--- src/design/adc_result_defines.svh ---
// Constants for the converter result word, word rates, gain calibration and clock limits
`ifndef ADC_RESULT_DEFINES_SVH
`define ADC_RESULT_DEFINES_SVH

// Word rate select codes, slowest to fastest
`define WR_CODE_1P88        3'h0
`define WR_CODE_3P76        3'h1
`define WR_CODE_7P51        3'h2
`define WR_CODE_15P0        3'h3
`define WR_CODE_30P0        3'h4
`define WR_CODE_61P6        3'h5
`define WR_CODE_84P5        3'h6
`define WR_CODE_101P1       3'h7
`define WR_RESET            `WR_CODE_15P0

// Master clock edges per result word, for a 32.768 kHz master clock
`define RATE_COUNT_1P88     16'h4416
`define RATE_COUNT_3P76     16'h220b
`define RATE_COUNT_7P51     16'h110b
`define RATE_COUNT_15P0     16'h0889
`define RATE_COUNT_30P0     16'h0444
`define RATE_COUNT_61P6     16'h0214
`define RATE_COUNT_84P5     16'h0184
`define RATE_COUNT_101P1    16'h0144

// Result word layout
`define WORD_BITS           24
`define MARKER_NIBBLE       4'he
`define UNI_MAX             16'hffff
`define UNI_MIN             16'h0000
`define BIP_MAX             16'h7fff
`define BIP_MIN             16'h8000

// Gain calibration register
`define GAIN_RESET          24'h400000
`define GAIN_MAX            24'hffffff

// Clock limits in Hz
`define SYS_CLOCK_HZ        25000000
`define MASTER_CLOCK_MAX_HZ 100000

`endif

--- src/design/adc_result_pkg.sv ---
// Types shared by the converter result and power mode logic
`default_nettype none
package adc_result_pkg;

  typedef enum logic [1:0] {
    MODE_NORMAL,
    MODE_STANDBY,
    MODE_SLEEP
  } power_mode_t;

  // Three result bytes, most significant bit first on the wire
  typedef struct packed {
    logic [15:0] data;
    logic [3:0]  marker;
    logic        channel_indicator_high;
    logic        channel_indicator_low;
    logic        oscillation_flag;
    logic        overrange_flag;
  } result_word_t;

  // Sample presented by the modulator model
  typedef struct packed {
    logic signed [17:0] value;
    logic [1:0]         channel;
  } modulator_sample_t;

endpackage
`default_nettype wire

--- src/design/result_buffer.sv ---
// Two-entry valid/ready buffer between conversion and serial output
`default_nettype none
module result_buffer #(
  parameter int WIDTH = 24,
  parameter int DEPTH = 2
) (
  input  wire logic             i_clock,
  input  wire logic             i_rstn,
  input  wire logic             i_in_valid,
  output logic                  o_in_ready,
  input  wire logic [WIDTH-1:0] i_in_data,
  output logic                  o_out_valid,
  input  wire logic             i_out_ready,
  output logic      [WIDTH-1:0] o_out_data
);

  localparam int PW = (DEPTH > 1) ? $clog2(DEPTH) : 1;

  initial begin
    if (DEPTH < 2 || (DEPTH & (DEPTH - 1)) != 0 || WIDTH < 1) begin
      $error("result_buffer: DEPTH must be a power of two, at least 2");
    end
  end

  logic [WIDTH-1:0] mem_reg [DEPTH];
  logic [PW-1:0]    wr_ptr_reg;
  logic [PW-1:0]    rd_ptr_reg;
  logic [PW:0]      count_reg;
  logic             push;
  logic             pop;

  assign o_in_ready  = (count_reg != (PW+1)'(DEPTH));
  assign o_out_valid = (count_reg != '0);
  assign o_out_data  = mem_reg[rd_ptr_reg];
  assign push        = i_in_valid & o_in_ready;
  assign pop         = o_out_valid & i_out_ready;

  always_ff @(posedge i_clock) begin
    if (push) begin
      mem_reg[wr_ptr_reg] <= i_in_data;
    end
  end

  always_ff @(posedge i_clock) begin
    if (!i_rstn) begin
      wr_ptr_reg <= '0;
      rd_ptr_reg <= '0;
      count_reg  <= '0;
    end else begin
      if (push) begin
        wr_ptr_reg <= wr_ptr_reg + PW'(1);
      end
      if (pop) begin
        rd_ptr_reg <= rd_ptr_reg + PW'(1);
      end
      if (push && !pop) begin
        count_reg <= count_reg + (PW+1)'(1);
      end else if (pop && !push) begin
        count_reg <= count_reg - (PW+1)'(1);
      end
    end
  end

endmodule
`default_nettype wire

--- src/design/adc_result_core.sv ---
// Result word, word rate, power mode and serial output of the converter
`include "adc_result_defines.svh"
`default_nettype none
module adc_result_core
  import adc_result_pkg::*;
#(
  parameter int unsigned RATE_SHIFT = 0
) (
  input  wire logic              i_clock,
  input  wire logic              i_rstn,
  // Master clock from crystal input or external source
  input  wire logic              i_crystal_input,
  // Channel setup and configuration bits
  input  wire logic [1:0]        i_latch_setup_bits,
  input  wire logic [2:0]        i_word_rate_select,
  input  wire logic              i_word_rate_write,
  input  wire logic              i_unipolar,
  input  wire logic              i_power_save_select,
  input  wire logic              i_power_save_run_bit,
  // Modulator side
  input  wire modulator_sample_t i_sample,
  input  wire logic              i_oscillation_detect,
  // Gain calibration result
  input  wire logic              i_gain_cal_load,
  input  wire logic [24:0]       i_gain_cal_value,
  // Serial port
  input  wire logic              i_sclk,
  input  wire logic              i_cs_n,
  output logic                   o_sdo,
  output logic                   o_sdo_oe_n,
  // Outputs
  output logic [1:0]             o_latch_outputs,
  output logic [2:0]             o_word_rate,
  output power_mode_t            o_power_mode,
  output logic                   o_filter_active,
  output logic                   o_oscillator_enable,
  output logic                   o_bias_enable,
  output logic [23:0]            o_gain_cal,
  output logic                   o_conversion_done,
  output logic                   o_conversion_stalled
);

  // Sampling at the system clock must resolve master clock edges
  initial begin
    if (`SYS_CLOCK_HZ < 4 * `MASTER_CLOCK_MAX_HZ) begin
      $error("adc_result_core: system clock too slow for master clock");
    end
    if (RATE_SHIFT > 8) begin
      $error("adc_result_core: RATE_SHIFT above 8 is not supported");
    end
  end

  // ------------------------------------------------------------------
  // Synchronisers for pins from outside the clock domain
  // ------------------------------------------------------------------
  logic mclk_meta_reg;
  logic mclk_sync_reg;
  logic mclk_prev_reg;
  logic sclk_meta_reg;
  logic sclk_sync_reg;
  logic sclk_prev_reg;
  logic cs_meta_reg;
  logic cs_sync_reg;

  always_ff @(posedge i_clock) begin
    if (!i_rstn) begin
      mclk_meta_reg <= 1'b0;
      mclk_sync_reg <= 1'b0;
      mclk_prev_reg <= 1'b0;
    end else begin
      mclk_meta_reg <= i_crystal_input;
      mclk_sync_reg <= mclk_meta_reg;
      mclk_prev_reg <= mclk_sync_reg;
    end
  end

  always_ff @(posedge i_clock) begin
    if (!i_rstn) begin
      sclk_meta_reg <= 1'b0;
      sclk_sync_reg <= 1'b0;
      sclk_prev_reg <= 1'b0;
      cs_meta_reg   <= 1'b1;
      cs_sync_reg   <= 1'b1;
    end else begin
      sclk_meta_reg <= i_sclk;
      sclk_sync_reg <= sclk_meta_reg;
      sclk_prev_reg <= sclk_sync_reg;
      cs_meta_reg   <= i_cs_n;
      cs_sync_reg   <= cs_meta_reg;
    end
  end

  logic sclk_fall;
  logic sclk_rise;

  assign sclk_fall = sclk_prev_reg & ~sclk_sync_reg;
  assign sclk_rise = ~sclk_prev_reg & sclk_sync_reg;

  // ------------------------------------------------------------------
  // Latch outputs and configuration
  // ------------------------------------------------------------------
  logic [1:0] latch_reg;
  logic [2:0] word_rate_reg;
  logic       unipolar_reg;

  always_ff @(posedge i_clock) begin
    if (!i_rstn) begin
      latch_reg <= 2'h0;
    end else begin
      latch_reg <= i_latch_setup_bits;
    end
  end

  always_ff @(posedge i_clock) begin
    if (!i_rstn) begin
      word_rate_reg <= `WR_RESET;
    end else if (i_word_rate_write) begin
      word_rate_reg <= i_word_rate_select;
    end
  end

  always_ff @(posedge i_clock) begin
    if (!i_rstn) begin
      unipolar_reg <= 1'b0;
    end else begin
      unipolar_reg <= i_unipolar;
    end
  end

  assign o_latch_outputs = latch_reg;
  assign o_word_rate     = word_rate_reg;

  // ------------------------------------------------------------------
  // Power modes
  // ------------------------------------------------------------------
  power_mode_t mode_reg;
  power_mode_t mode_next;

  always_comb begin
    if (!i_power_save_run_bit) begin
      mode_next = MODE_NORMAL;
    end else if (i_power_save_select) begin
      mode_next = MODE_SLEEP;
    end else begin
      mode_next = MODE_STANDBY;
    end
  end

  always_ff @(posedge i_clock) begin
    if (!i_rstn) begin
      mode_reg <= MODE_NORMAL;
    end else begin
      mode_reg <= mode_next;
    end
  end

  logic filter_active;
  logic oscillator_on;

  always_comb begin
    filter_active = 1'b0;
    oscillator_on = 1'b1;
    case (mode_reg)
      MODE_NORMAL: begin
        filter_active = 1'b1;
      end
      MODE_STANDBY: begin
        filter_active = 1'b0;
      end
      MODE_SLEEP: begin
        oscillator_on = 1'b0;
      end
      default: begin
        filter_active = 1'b0;
      end
    endcase
  end

  assign o_power_mode        = mode_reg;
  assign o_filter_active     = filter_active;
  assign o_oscillator_enable = oscillator_on;
  assign o_bias_enable       = oscillator_on;

  // ------------------------------------------------------------------
  // Word rate timing, counted in master clock edges
  // ------------------------------------------------------------------
  function automatic logic [15:0] rate_count(input logic [2:0] code);
    logic [15:0] count;
    count = `RATE_COUNT_15P0;
    case (code)
      `WR_CODE_1P88:  count = `RATE_COUNT_1P88;
      `WR_CODE_3P76:  count = `RATE_COUNT_3P76;
      `WR_CODE_7P51:  count = `RATE_COUNT_7P51;
      `WR_CODE_15P0:  count = `RATE_COUNT_15P0;
      `WR_CODE_30P0:  count = `RATE_COUNT_30P0;
      `WR_CODE_61P6:  count = `RATE_COUNT_61P6;
      `WR_CODE_84P5:  count = `RATE_COUNT_84P5;
      `WR_CODE_101P1: count = `RATE_COUNT_101P1;
      default:        count = `RATE_COUNT_15P0;
    endcase
    return count;
  endfunction

  logic [15:0] period;
  logic [15:0] phase_reg;
  logic        mclk_edge;
  logic        restart;
  logic        phase_end;

  assign period = (rate_count(word_rate_reg) >> RATE_SHIFT) | 16'h0001;
  // In sleep the oscillator is off, so no master clock edges count
  assign mclk_edge = mclk_sync_reg & ~mclk_prev_reg & oscillator_on;
  // A new setting or a wake-up restarts the conversion so the next
  // result is fully settled on the new setting
  assign restart   = i_word_rate_write | ~filter_active
                   | (unipolar_reg != i_unipolar);
  // A restart cuts the running conversion, so it yields no word
  assign phase_end = mclk_edge & ~restart
                   & (phase_reg == period - 16'h0001);

  always_ff @(posedge i_clock) begin
    if (!i_rstn) begin
      phase_reg <= 16'h0000;
    end else if (restart) begin
      phase_reg <= 16'h0000;
    end else if (phase_end) begin
      phase_reg <= 16'h0000;
    end else if (mclk_edge) begin
      phase_reg <= phase_reg + 16'h0001;
    end
  end

  // ------------------------------------------------------------------
  // Status flags
  // ------------------------------------------------------------------
  logic osc_flag_reg;

  always_ff @(posedge i_clock) begin
    if (!i_rstn) begin
      osc_flag_reg <= 1'b0;
    end else begin
      osc_flag_reg <= i_oscillation_detect;
    end
  end

  // ------------------------------------------------------------------
  // Coding, saturation and word assembly
  // ------------------------------------------------------------------
  logic [15:0]  code_value;
  logic         overrange;
  result_word_t word_next;

  always_comb begin
    overrange  = 1'b0;
    code_value = i_sample.value[15:0];
    if (unipolar_reg) begin
      if (i_sample.value < 18'sd0) begin
        code_value = `UNI_MIN;
        overrange  = 1'b1;
      end else if (i_sample.value > 18'sd65535) begin
        code_value = `UNI_MAX;
        overrange  = 1'b1;
      end else begin
        code_value = i_sample.value[15:0];
      end
    end else begin
      if (i_sample.value < -18'sd32768) begin
        code_value = `BIP_MIN;
        overrange  = 1'b1;
      end else if (i_sample.value > 18'sd32767) begin
        code_value = `BIP_MAX;
        overrange  = 1'b1;
      end else begin
        code_value = i_sample.value[15:0];
      end
    end
  end

  always_comb begin
    word_next.data                   = code_value;
    word_next.marker                 = `MARKER_NIBBLE;
    word_next.channel_indicator_high = i_sample.channel[1];
    word_next.channel_indicator_low  = i_sample.channel[0];
    word_next.oscillation_flag       = osc_flag_reg;
    word_next.overrange_flag         = overrange;
  end

  // ------------------------------------------------------------------
  // Pending result and buffer
  // ------------------------------------------------------------------
  result_word_t pending_reg;
  logic         pending_valid_reg;
  logic         buf_in_ready;
  logic         buf_out_valid;
  logic         buf_out_ready;
  logic [23:0]  buf_out_data;
  logic         done_reg;
  logic         stall_reg;

  // A full buffer holds the pending word; a conversion that ends then
  // is dropped and reported, so no queued word is ever overwritten
  always_ff @(posedge i_clock) begin
    if (!i_rstn) begin
      pending_valid_reg <= 1'b0;
    end else if (phase_end && !pending_valid_reg) begin
      pending_valid_reg <= 1'b1;
    end else if (pending_valid_reg && buf_in_ready) begin
      pending_valid_reg <= 1'b0;
    end
  end

  always_ff @(posedge i_clock) begin
    if (!i_rstn) begin
      pending_reg <= '0;
    end else if (phase_end && !pending_valid_reg) begin
      pending_reg <= word_next;
    end
  end

  always_ff @(posedge i_clock) begin
    if (!i_rstn) begin
      done_reg  <= 1'b0;
      stall_reg <= 1'b0;
    end else begin
      done_reg  <= phase_end & ~pending_valid_reg;
      stall_reg <= phase_end & pending_valid_reg;
    end
  end

  assign o_conversion_done    = done_reg;
  assign o_conversion_stalled = stall_reg;

  result_buffer #(
    .WIDTH (`WORD_BITS),
    .DEPTH (2)
  ) u_buffer (
    .i_clock     (i_clock),
    .i_rstn      (i_rstn),
    .i_in_valid  (pending_valid_reg),
    .o_in_ready  (buf_in_ready),
    .i_in_data   (pending_reg),
    .o_out_valid (buf_out_valid),
    .i_out_ready (buf_out_ready),
    .o_out_data  (buf_out_data)
  );

  // ------------------------------------------------------------------
  // Serial output shifter
  // ------------------------------------------------------------------
  logic [23:0] shift_reg;
  logic [4:0]  bits_left_reg;
  logic        loaded;

  assign loaded = (bits_left_reg != 5'h00);
  // A word is taken only while chip select is high, so a frame never
  // starts in the middle of a word
  assign buf_out_ready = cs_sync_reg & ~loaded;

  always_ff @(posedge i_clock) begin
    if (!i_rstn) begin
      shift_reg     <= 24'h000000;
      bits_left_reg <= 5'h00;
    end else if (buf_out_valid && buf_out_ready) begin
      shift_reg     <= buf_out_data;
      bits_left_reg <= 5'(`WORD_BITS);
    end else if (!cs_sync_reg && loaded && sclk_fall) begin
      shift_reg     <= {shift_reg[22:0], 1'b0};
      bits_left_reg <= bits_left_reg - 5'h01;
    end
  end

  // Host samples on the rising edge; data changes on the falling edge
  logic sdo_reg;

  always_ff @(posedge i_clock) begin
    if (!i_rstn) begin
      sdo_reg <= 1'b0;
    end else if (sclk_rise && !cs_sync_reg) begin
      sdo_reg <= sdo_reg;
    end else begin
      sdo_reg <= shift_reg[23] & loaded;
    end
  end

  assign o_sdo      = sdo_reg;
  assign o_sdo_oe_n = cs_sync_reg;

  // ------------------------------------------------------------------
  // Gain calibration register
  // ------------------------------------------------------------------
  logic [23:0] gain_reg;

  always_ff @(posedge i_clock) begin
    if (!i_rstn) begin
      gain_reg <= `GAIN_RESET;
    end else if (i_gain_cal_load) begin
      if (i_gain_cal_value[24]) begin
        gain_reg <= `GAIN_MAX;
      end else begin
        gain_reg <= i_gain_cal_value[23:0];
      end
    end
  end

  assign o_gain_cal = gain_reg;

endmodule
`default_nettype wire

--- config.mk ---
export PLATFORM = sky130hd
export DESIGN_NAME = adc_result_core
export DESIGN_NICKNAME = d
export VERILOG_FILES = /design/src/design/adc_result_pkg.sv /design/src/design/result_buffer.sv /design/src/design/adc_result_core.sv
export VERILOG_INCLUDE_DIRS = /design/src /design/src/design
export SDC_FILE = /design/constraint.sdc
export NUM_CORES = 1
export LEC_CHECK = 0
export BUFFER_PORTS_ARGS = -buffer_cell sky130_fd_sc_hd__buf_2
export CORE_ASPECT_RATIO = 0.7
export CORE_MARGIN = 3
export CORE_UTILIZATION = 30
export DETAILED_ROUTE_END_ITERATION = 16
export SETUP_SLACK_MARGIN = 0.4
export SYNTH_ARGS = -nofsm -noshare
export SYNTH_HDL_FRONTEND = slang
export SYNTH_HIERARCHICAL = 1
export SYNTH_SLANG_ARGS = --single-unit
export TNS_END_PERCENT = 30
--- constraint.sdc ---
create_clock -name i_clock -period 2.95 [get_ports i_clock]
set_input_delay 0.1475 -clock i_clock [delete_from_list [all_inputs] [get_ports i_clock]]
set_output_delay 0.1475 -clock i_clock [all_outputs]
set_load 0.02 [all_outputs]
Word level (Yosys, flattened, before mapping)

Memories as Yosys holds them, arrays and structs flattened. A register that Yosys moved wholly into a read port is not among the register bits.
Cells that the tools add are included.

$add $sub $neg: 7
Magnitude comparators: 4
Equality and inequality tests: 4
Mux-type cells: 28
Bitwise logic cells: 22
Reduce and logical (&&, ||, !) cells: 21

Operator list:

| kind                                                                               | count |
|---|---|
| 16-bit 2-to-1 mux                                                                  | 5 |
| 24-bit 2-to-1 mux                                                                  | 3 |
| 18-bit by 16-bit greater-than comparator with 1-bit output (second input constant) | 1 |
| 18-bit by 17-bit greater-than comparator with 1-bit output (second input constant) | 1 |
| 18-bit by 1-bit less-than comparator with 1-bit output (second input constant)     | 1 |
| 18-bit by 16-bit less-than comparator with 1-bit output (second input constant)    | 1 |
| 16-bit by 1-bit adder with 16-bit output (second input constant)                   | 1 |
| 16-bit equality test                                                               | 1 |
| 16-bit by 1-bit subtractor with 16-bit output (second input constant)              | 1 |
| 1-bit 2-to-1 mux                                                                   | 13 |
| 1-bit AND                                                                          | 12 |
| 5-bit 2-to-1 mux                                                                   | 2 |
| 1-bit logical AND                                                                  | 8 |
| 1-bit inverter                                                                     | 8 |
| 2-bit nonzero test                                                                 | 4 |
| 2-bit 2-to-1 mux                                                                   | 3 |
| 3-bit 2-to-1 mux                                                                   | 2 |
| 5-bit nonzero test                                                                 | 1 |
| 5-bit by 1-bit subtractor with 5-bit output (second input constant)                | 1 |
| 1-bit zero test                                                                    | 4 |
| 3-bit OR reduction                                                                 | 1 |
| 1-bit adder (second input constant)                                                | 2 |
| 2-bit by 1-bit adder with 2-bit output (second input constant)                     | 1 |
| 2-bit equality test (second input constant)                                        | 1 |
| other kinds (7)                                                                    | 8 |

Bits in registers: 115
Bits in writable memories: 46
Bits in read-only memories: 112
Input bits: 61
Output and inout port bits: 38
Word-level logic and storage cells: 119
Memories kept: 2

Memory list:

| name             | words | bits a word | read ports | clocked after Yosys merged registers in | write ports | RTL line               | RTL |
|---|---|---|---|---|---|---|---|
| (name not given) | 8     | 14          | 1          | 1                                       | 0           | adc_result_core.sv:190 | `case (code)` |
| u_buffer.mem_reg | 2     | 23          | 1          | 1                                       | 1           | result_buffer.sv:25    | `logic [WIDTH-1:0] mem_reg [DEPTH];` |

Longest topological paths before layout

Gate-level depths: netlist of the first run.

Word-level depth: 10
Mapped depth: 9

By module

The synthesis of the first run kept the hierarchy.

Modules (own cells, without submodules):

| module          | instances | cells an instance | area each (µm²) | sequential area each (µm²) |
|---|---|---|---|---|
| adc_result_core | 1         | 610               | 5180.0          | 2482.4 |
| result_buffer   | 1         | 99                | 1969.4          | 1541.5 |

Least setup slack after synthesis of the first run

Ideal clock, no wire load.

Path type: register -> register
Start point: reg bits_left_reg[0]
End point: reg bits_left_reg[4]
Setup time: 133 ps
Data arrival time: 1831 ps
Data required time: 2817 ps
Path slack: 987 ps
Stages on the path, launching flop included: 9
Buffers on the path: 1
Period minus slack after synthesis: 1963 ps
Path through: dfxtp_1 -> inv_1 -> ha_1 -> nor4b_2 -> or4b_1 -> buf_2 -> nor4b_2 -> xnor2_1 -> a21oi_1

Cells in the longest elaborated chain, start to end: 5

RTL lines:

| what                                                                                                | RTL line               | RTL |
|---|---|---|
| start: declaration                                                                                  | adc_result_core.sv:351 | `logic [4:0] bits_left_reg;` |
| start signal: assignment                                                                            | adc_result_core.sv:365 | `` bits_left_reg <= 5'(`WORD_BITS); `` |
| start signal: assignment                                                                            | adc_result_core.sv:368 | `bits_left_reg <= bits_left_reg - 5'h01;` |
| parallel branches: the longest is 5 deep, another holds 5-bit by 1-bit subtractor with 5-bit output | n/a                    |  |

Parallel ways; which one is timed is not known. The select of a mux whose other input is x is not followed.
A chain may end at the register's enable or synchronous reset.

Worst setup path after layout of the first run

Start point: reg bits_left_reg[0]
End point: reg u_buffer.count_reg[1]

Cells in the longest elaborated chain, start to end: 7

RTL lines:

| what                                                          | RTL line               | RTL |
|---|---|---|
| 5-bit nonzero test *                                          | adc_result_core.sv:354 | `assign loaded = (bits_left_reg != 5'h00);` |
| 1-bit inverter *                                              | adc_result_core.sv:357 | `assign buf_out_ready = cs_sync_reg & ~loaded;` |
| 1-bit AND *                                                   | adc_result_core.sv:357 |  |
| net buf_out_ready                                             | adc_result_core.sv:295 | `logic buf_out_ready;` |
| 1-bit AND *                                                   | result_buffer.sv:36    | `assign pop = o_out_valid & i_out_ready;` |
| 1-bit zero test                                               | result_buffer.sv:56    | `if (push && !pop) begin` |
| 1-bit logical AND                                             | result_buffer.sv:56    |  |
| 2-bit 2-to-1 mux / 2-bit nonzero test (equally long branches) | n/a                    |  |
| end signal: assignment                                        | result_buffer.sv:57    | `count_reg <= count_reg + (PW+1)'(1);` |
| end signal: assignment                                        | result_buffer.sv:59    | `count_reg <= count_reg - (PW+1)'(1);` |
| end: declaration                                              | result_buffer.sv:28    | `logic [PW:0] count_reg;` |

The timed path passes the listed nets; every way through them passes the cells marked *.

==> impl_metrics.py, run 1 <==
metrics = {
    "worst_setup_path": {
        "path_class": "reg -> reg",
        "crit_required_ns": 3.31,
        "crit_path_start_kind": "flop",
        "critPathBufInv": 1,
        "cp_common_cell": "ha_1",
        "cp.arrival_ns": 2.61,
        "path_cells": "inv_1 -> ha_1 -> nor4b_2 -> and2_1 -> o21ai_1 -> ha_1 -> or3_1 -> a21boi_1",
        "cp_slowest_cell": "nor4b_2",
        "crit_fanout": 5,
        "max_stage_delay_ns": 0.48,
        "end_kind": "flop",
        "path_delay_family": "simple AND/OR/NAND/NOR gates",
    },
    "clock_tree": {
        "clock-sinks": 177,
        "cts.clk_slew.worst_paths_ns": 0.07,
        "cts-htree-levels": 4,
        "cts_tree": "done",
        "ctsRootBufferMaster": "clkbuf_16",
        "clock_latency_ns": 0.43,
        "clockBufferDepth": 2,
        "postCtsResizedCells": 0,
        "cts_made_buffers": 17,
    },
    "floorplan": {
        "initial_utilization_pct": 31.05,
        "die_area_mm2": 0.02575,
        "row_count": 46,
        "die_h_um": 135.2,
        "io_pins": 99,
        "die_w_um": 190.5,
        "coreArea_mm2": 0.02302,
    },
    "placed_design": {
        "gp_congestion": 0.7630,
        "io_buffers": 98,
        "hpwlAfterDp_um": 9641,
    },
    "grt": {
        "antenna_found_initial": 0,
        "grt-ovfl-total": 0,
        "grt_start_max_net_pins": 34,
        "grt_usage_pct": 12.20,
        "grt_first_pass_wirelength_um": 25120,
        "grt_pass1_vias": 4980,
    },
    "synth": {
        "ys_types": 50,
        "ys_warn_count": 6,
        "synth-seq-cells": 177,
        "syn_inst": 709,
        "ys_async_sr_fraction_pct": 0,
        "yosysSeqAreaShare_pct": 56.28,
        "synth_edf_count": 48,
        "syn_area_mm2": 0.007149,
        "syn_avg_cell_area_um2": 10.08,
        "ys.flop_type": "dfxtp_1",
    },
    "power_and_ir_drop": {
        "leakage_nw": 3.558,
        "ir_worst_vdd_v": 0.0004370,
        "powerDensity_mw_per_mm2": 699.1,
    },
    "timing": {
        "final.setup.tns_ns": 0,
        "slew_headroom_pct": 38.02,
        "setup_viol": 0,
        "slew_viol_final": 0,
        "max_slew.worst_pin.slew_ns": 0.9297,
        "holdWs_ns": 0.05481,
        "fmax_mhz": 444.1,
        "period_needed_ns": 2.252,
        "finalCritPeriodShare_pct": 76.33,
        "hold_violations": 0,
        "clock-skew-final_ns": 0.007695,
        "rsz0062_at_grt": "no",
    },
    "route": {
        "routedWlPerCell_um": 13.37,
        "wirelength_um": 15450,
        "drc_errors": 0,
        "routed_via_density": 4.472,
        "postRouteAntennaNets": 0,
        "num_vias": 5170,
        "drt_iter0_drc": 335,
        "drt_first_pass_iters": 4,
    },
    "layout": {
        "antenna_cells": 0,
        "area_growth_pct": 24.12,
        "largest_reg_flops": 48,
        "n_fill_cell": 2286,
        "nNetsFinal": 902,
        "drive_gt1_share_pct": 21.09,
    },
    "job": {
        "drv_cap": 0,
    },
    "hold_path": {
        "hp-class": "in -> reg",
    },
    "outcome": {
        "outcome": "completed",
    },
}
==> metal layers <==
metal,global-route usage (%),part of all wire (%),up-vias
met5,0,0,-
met4,3.422,0.94,0
met3,3.362,4.1,15
met2,17.62,41,90
met1,17.87,54,2374
li1,-,-,2691
==> cell usage after synthesis, types with 6 or more instances <==
library cell    n  area (um2)
nand4_1         6       37.54
dfxtp_1       129        2582
nand2b_1        6       37.54
nand3_1         8       40.04
nand2_1       100       375.4
xor2_1         24       210.2
clkbuf_1       33       123.9
edfxtp_1       48        1441
a311oi_1       23       201.4
xnor2_1        12       105.1
buf_2          10       50.05
and2_1         21       131.4
nor4_1          7       43.79
nor2_1        106       397.9
o21ai_0        17       85.08
o22ai_1        24       150.1
mux2i_1        18       180.2
and3_1          6       37.54
ha_1           10       125.1
inv_1           8       30.03
a21oi_1        24       120.1
mux2_2         25       281.5
==> area by class of cell <==
type	count	area, um2	share of cell area (%)
clock buffers	17	425.4	4.794
repair buffers	150	975.9	11.00
inverters	9	33.78	0.3807
well taps	312	390.4	4.399
clock inverters	15	126.4	1.424
multi-input cells	476	2898	32.66
flip-flops and latches	177	4024	45.35
==> power by group <==
group,switching [mW],total [mW],leakage (nW),internal (mW)
logic,0.655,1.21,1.78,0.556
registers,0.148,2.88,1.50,2.74
clock network,1.01,2.11,0.280,1.10
total,1.81,6.20,3.56,4.39
==> cell usage in the layout (no fill, tap or decap), types with 2 or more instances in the layout <==
cell | synthesis | routed
dlygate4sd3_1 | 0 | 38
xor2_1 | 24 | 24
nor2b_1 | 2 | 2
and2_1 | 21 | 21
buf_4 | 3 | 14
nand3_1 | 8 | 8
o22ai_1 | 24 | 24
a311oi_1 | 23 | 23
a21oi_1 | 24 | 24
edfxtp_1 | 48 | 48
o21ai_0 | 17 | 17
nand4_1 | 6 | 6
clkinv_8 | 0 | 2
nor3_1 | 5 | 4
nor4b_2 | 3 | 2
clkinv_2 | 0 | 6
and3_1 | 6 | 6
nand2_1 | 100 | 100
nor4_1 | 7 | 7
mux2i_1 | 18 | 18
inv_1 | 8 | 8
a21o_1 | 3 | 3
inv_6 | 0 | 5
nor2_1 | 106 | 106
dfxtp_1 | 129 | 129
nand2b_1 | 6 | 6
o21a_1 | 2 | 2
xnor2_1 | 12 | 12
ha_1 | 10 | 10
mux2_2 | 25 | 25
clkbuf_16 | 0 | 17
buf_2 | 10 | 98
conb_1 | 1 | 2
a41o_1 | 5 | 5
==> through the flow <==
stage	util, %	cells	setup slack (ns)	total power, mW	instance area, um2
after floorplan	-	710	0.9869	3.797	7153
after global placement	34.49	1086	0.7817	4.081	7941
after detailed placement	34.49	1086	0.6869	4.092	7941
after CTS	38.54	1156	0.6862	6.271	8874
after global routing	38.54	1156	0.5157	6.543	8874
final	38.54	1156	0.6982	6.203	8874
==> what timing repair did <==
action                                  in CTS  in global routing
endpoints found under the setup margin       0                  0
setup buffers                                0                  0
hold endpoints to repair                    37                  0
hold buffers                                38                  0
==> path summary, 6_finish.rpt <==
path                     start                    end  slack, ns  cells after the start
max reg2reg   bits_left_reg[0]  u_buffer/count_reg[1]       0.70                      8
max           bits_left_reg[0]  u_buffer/count_reg[1]       0.70                      8
min reg2reg        cs_meta_reg             o_sdo_oe_n       0.41                      1
min          i_word_rate_write         o_word_rate[0]       0.05                      3
==> worst register-to-register path, delay by kind of cell, from the launching register on <==
family	cells	cell delay [ns]
AOI/OAI and AO/OA	2	0.23
DFF	1	0.33
adders and majority gates	2	0.47
and+or+nand+nor	3	1.06
buffers and inverters	1	0.09
==> cell families (layout without fill, tap and decap cells) <==
group | Yosys count | after routing | share of synthesized area (%)
and+or+nand+nor | 279 | 279 | 17.71
DFF | 177 | 177 | 56.28
AOI/OAI and AO/OA | 106 | 106 | 9.906
buffers and inverters | 57 | 191 | 3.430
muxes | 43 | 43 | 6.458
xor gates and xnor gates | 36 | 36 | 4.410
adders and majority gates | 10 | 10 | 1.750
other | 1 | 2 | 0.05245
Note: power is estimated with default switching activity, not from simulation.
==> run 2: changes to the inputs <==
Clock period 2.95 ns to 2 ns, I/O delays scaled along.
==> run 2 against run 1 <==
Die area did not move. Clock-buffer cell count is 1 higher. Via count rose by 3.5%. Critical endpoint is now bits_left_reg[4]. Highest routed layer unchanged.
==> impl_metrics.py, run 2 (synthesis gave the netlist of run 1 again) <==
metrics = {
    "outcome": {
        "outcome": "completed",
    },
    "route": {
        "routedWlPerCell_um": 13.34,
        "wirelength_um": 15820,
        "num_vias": 5349,
        "drc_errors": 0,
        "routed_via_density": 4.510,
        "drt_iter0_drc": 362,
        "postRouteAntennaNets": 0,
        "drt_first_pass_iters": 5,
    },
    "layout": {
        "drive_gt1_share_pct": 26.54,
        "area_growth_pct": 31.36,
        "antenna_cells": 0,
        "layout_common_cells": "dfxtp_1 (121), nor2_1 (106), nand2_1 (100)",
        "nNetsFinal": 932,
        "largest_reg_flops": 48,
        "n_fill_cell": 2250,
        "fin_util_pct": 40.79,
        "final_common_cell": "dfxtp_1",
    },
    "timing": {
        "period_needed_ns": 1.826,
        "setup_ws_ns": 0.1736,
        "setup_viol": 0,
        "slew_headroom_pct": 61.57,
        "hold_violations": 0,
        "slew_viol_final": 0,
        "finalCritPeriodShare_pct": 91.32,
        "fmax_mhz": 547.5,
        "final.setup.tns_ns": 0,
        "max_slew.worst_pin.slew_ns": 0.5765,
        "rsz0062_at_grt": "yes",
        "clock-skew-final_ns": 0.007651,
    },
    "job": {
        "drv_cap": 0,
    },
    "grt": {
        "grt_usage_pct": 12.13,
        "grt_start_max_net_pins": 50,
        "grt_pass1_vias": 5072,
        "antenna_found_initial": 0,
        "grt-ovfl-total": 0,
        "grt_first_pass_wirelength_um": 25230,
    },
    "worst_setup_path": {
        "path_class": "reg -> reg",
        "crit_path_start_kind": "flop",
        "path_delay_family": "simple AND/OR/NAND/NOR gates",
        "regToRegStartpoint": "bits_left_reg[0]",
        "max_stage_delay_ns": 0.59,
        "cp_common_cell": "nor4b_4",
        "r2r_cells": 7,
        "cp_slowest_cell": "or4b_4",
        "path_cells": "inv_2 -> ha_4 -> nor4b_4 -> or4b_4 -> nor4b_4 -> xnor2_1 -> a21oi_1",
        "reg2reg_setup_slack_ns": 0.17,
        "critPathBufInv": 1,
        "end_kind": "flop",
        "reg2reg_to": "bits_left_reg[4]",
        "crit_required_ns": 2.30,
        "cp.arrival_ns": 2.13,
        "crit_fanout": 5,
    },
    "clock_tree": {
        "ctsRootBufferMaster": "clkbuf_16",
        "cts-htree-levels": 4,
        "clock_latency_ns": 0.43,
        "cts_tree": "done",
        "cts_made_buffers": 17,
        "cts.clk_slew.worst_paths_ns": 0.07,
        "clock-sinks": 177,
        "clockBufferDepth": 2,
    },
    "floorplan": {
        "row_count": 46,
        "initial_utilization_pct": 31.05,
        "die_area_mm2": 0.02575,
        "die_h_um": 135.2,
        "coreArea_mm2": 0.02302,
        "die_w_um": 190.5,
        "io_pins": 99,
    },
    "hold_path": {
        "hold_depth": 3,
        "hold-path-endpoint": "o_word_rate[1]",
        "hp-class": "in -> reg",
        "min_from": "i_word_rate_write",
    },
    "placed_design": {
        "hpwlAfterDp_um": 9637,
        "dp_slack_ns": 0.05933,
        "io_buffers": 98,
        "gp_congestion": 0.7745,
    },
    "power_and_ir_drop": {
        "leakage_nw": 3.789,
        "powerDensity_mw_per_mm2": 1010,
        "ir_worst_vdd_v": 0.0007008,
    },
}
## run 2: layer usage
| layer | vias to the layer above | routed length (um) | global-route usage, % |
|---|---|---|---|
| met3 | 9 | 749 | 3.155 |
| li1 | 2766 | - | - |
| met1 | 2452 | 8389 | 17.84 |
| met4 | 0 | 123 | 3.299 |
| met2 | 122 | 6556 | 17.62 |
| met5 | - | 0 | 0 |
## run 2: cell type report
| cell class | count | area (um2) | share of cell area (%) |
|---|---|---|---|
| clock buffers | 18 | 430.4 | 4.583 |
| flip-flops and latches | 177 | 4034 | 42.95 |
| inverters | 9 | 33.78 | 0.3597 |
| well taps | 312 | 390.4 | 4.157 |
| clock inverters | 14 | 151.4 | 1.612 |
| repair buffers | 178 | 1287 | 13.71 |
| multi-input cells | 478 | 3064 | 32.63 |
## run 2: where the power goes
| part | internal (mW) | switching, mW | leakage (nW) |
|---|---|---|---|
| Clock | 1.67 | 1.55 | 0.289 |
| Sequential | 4.03 | 0.242 | 1.50 |
| Combinational | 0.974 | 1.01 | 2.00 |
| Total | 6.68 | 2.81 | 3.79 |
## run 2: worst max path at each step
| stage | startpoint | cells past startpoint | slack [ns] | end |
|---|---|---|---|---|
| 4_1_cts | bits_left_reg[1] | 9 | 0.17 | u_buffer/count_reg[1] |
| 6_report | bits_left_reg[0] | 7 | 0.17 | bits_left_reg[4] |
| 3_5_place_dp | bits_left_reg[0] | 7 | 0.06 | bits_left_reg[4] |
| 5_1_grt | bits_left_reg[1] | 9 | 0.08 | u_buffer/count_reg[1] |
| 2_1_floorplan | bits_left_reg[0] | 8 | 0.13 | bits_left_reg[4] |
| 3_3_place_gp | bits_left_reg[0] | 7 | 0.07 | bits_left_reg[4] |
## run 2: per-stage QoR
stage               area [um2]  power [mW]  cells  hold WS, ns
floorplan                 7207       5.653    710       0.1720
global placement          8124       6.141   1099       0.2730
detailed placement        8124       6.142   1099       0.2752
CTS                       9179       9.542   1176    0.0002570
global route              9392       9.995   1186      0.05028
finish                    9392       9.484   1186      0.02820
## run 2: timing repair
action                                  4_1_cts  5_1_grt
buffers inserted                              5        6
hold endpoints to repair                     37        0
hold buffers                                 40        0
gates resized for setup                       6       22
endpoints found under the setup margin       73       75
cloned                                        0        4
pin swaps                                     4        9
## run 2: tightest hold or removal path, stage by stage
cell and delay, ns:
buf_2 0.14, mux2i_1 0.11, nand2_1 0.07
==> run 3: changes to the inputs <==
Settings changed: MAX_ROUTING_LAYER set to met4.
==> run 3 against run 2 <==
Sequential cell count unchanged. Combinational power hardly changed. Design area stayed put. Fmax shrank 0.18%. Clock-buffer cell count unchanged. Cell count unchanged. Core utilization unchanged. Routed wire length is 0.22% lower. Critical endpoint unchanged. Highest routed layer unchanged.
==> impl_metrics.py, run 3 (synthesis gave the netlist of run 1 again) <==
metrics = {
    "outcome": {
        "outcome": "completed",
    },
    "route": {
        "drc_errors": 0,
        "num_vias": 5318,
        "wirelength_um": 15780,
        "routed_via_density": 4.484,
        "routedWlPerCell_um": 13.31,
        "drt_first_pass_iters": 4,
        "postRouteAntennaNets": 0,
        "drt_iter0_drc": 417,
    },
    "placed_design": {
        "place_area_mm2": 0.008124,
        "hpwlAfterDp_um": 9637,
        "gp_congestion": 0.7851,
        "dpl.cell_count": 1099,
        "io_buffers": 98,
    },
    "layout": {
        "final_common_cell": "dfxtp_1",
        "n_fill_cell": 2249,
        "drive_gt1_share_pct": 26.54,
        "layout.cells.non_filler": 1186,
        "area_growth_pct": 31.36,
        "largest_reg_flops": 48,
        "fin_util_pct": 40.79,
        "final_area_mm2": 0.009392,
        "seq_area_mm2": 0.004034,
        "layout_common_cells": "dfxtp_1 (121), nor2_1 (106), nand2_1 (100)",
        "multi_input_area_mm2": 0.003064,
        "antenna_cells": 0,
        "nNetsFinal": 932,
    },
    "clock_tree": {
        "cts_made_buffers": 17,
        "cts-htree-levels": 4,
        "cts_tree": "done",
        "clock_latency_ns": 0.43,
        "cts.clk_slew.worst_paths_ns": 0.07,
        "clockBufferDepth": 2,
        "clock-sinks": 177,
        "ctsRootBufferMaster": "clkbuf_16",
    },
    "job": {
        "drv_cap": 0,
    },
    "timing": {
        "fmax_mhz": 546.5,
        "clock-skew-final_ns": 0.01008,
        "holdWs_ns": 0.02353,
        "max_slew.worst_pin.slew_ns": 0.5702,
        "setup_viol": 0,
        "hold_violations": 0,
        "final.setup.tns_ns": 0,
        "rsz0062_at_grt": "yes",
        "finalCritPeriodShare_pct": 91.49,
        "period_needed_ns": 1.830,
        "slew_headroom_pct": 61.99,
        "slew_viol_final": 0,
    },
    "floorplan": {
        "row_count": 46,
        "die_h_um": 135.2,
        "die_w_um": 190.5,
        "die_area_mm2": 0.02575,
        "initial_utilization_pct": 31.05,
        "io_pins": 99,
        "coreArea_mm2": 0.02302,
    },
    "worst_setup_path": {
        "crit_path_start_kind": "flop",
        "end_kind": "flop",
        "crit_required_ns": 2.30,
        "path_class": "reg -> reg",
        "crit_fanout": 5,
        "cp.arrival_ns": 2.13,
    },
    "grt": {
        "grt_usage_pct": 12.48,
        "grt_start_max_net_pins": 50,
        "antenna_found_initial": 0,
        "grt-ovfl-total": 0,
        "grt_first_pass_wirelength_um": 25230,
        "grt_pass1_vias": 5076,
    },
    "power_and_ir_drop": {
        "ir_worst_vdd_v": 0.0007024,
        "powerDensity_mw_per_mm2": 1009,
        "leakage_nw": 3.789,
    },
    "hold_path": {
        "hp-class": "in -> reg",
    },
}
run 3: cell counts in the layout (fill, tap and decap cells not counted):
No cell type changed its count.
run 3: where the power goes:
part	internal [mW]	switching (mW)
clock	1.67	1.55
sequential	4.03	0.243
combinational	0.974	1.01
run 3: critical path, cell delays in order, from the launching register on:
cell and delay [ns]:
dfxtp_2 0.33, inv_2 0.05, ha_4 0.14, nor4b_4 0.13
or4b_4 0.59, nor4b_4 0.24, xnor2_1 0.15, a21oi_1 0.08
run 3: worst paths after layout:
check,slack (ns),from,cells after the start,endpoint
max,0.17,bits_left_reg[0],7,bits_left_reg[4]
min,0.02,i_word_rate_write,3,o_word_rate[1]
max reg2reg,0.17,bits_left_reg[0],7,bits_left_reg[4]
min reg2reg,0.43,cs_meta_reg,1,o_sdo_oe_n
run 3: area by class of cell:
cell class	instances	share of cell area (%)
Clock buffer	18	4.583
Clock inverter	14	1.612
Inverter	9	0.3597
Multi-Input combinational cell	478	32.63
Sequential cell	177	42.95
Tap cell	312	4.157
Timing Repair Buffer	178	13.71
run 3: metal layers:
metal | global-route usage [%] | share of wire (%)
met2 | 17.66 | 42
met3 | 3.026 | 4.4
met4 | 3.299 | 0.79
met1 | 17.86 | 53
met5 | - | 0
run 3: repair_timing:
action                                  4_1_cts  5_1_grt
hold buffers                                 40        0
gates resized for setup                       6       22
endpoints found under the hold margin        37        0
endpoints found under the setup margin       73       75
buffers inserted                              5        6
cloned                                        0        4
pin swaps                                     4        9
run 3: stage by stage:
| stage | power, mW | setup slack, ns |
|---|---|---|
| 5_1_grt | 9.992 | 0.08581 |
| 6_report | 9.480 | 0.1703 |
| 4_1_cts | 9.542 | 0.1724 |
| 3_5_place_dp | 6.142 | 0.05933 |
| 3_3_place_gp | 6.141 | 0.07202 |
| 2_1_floorplan | 5.653 | 0.1347 |
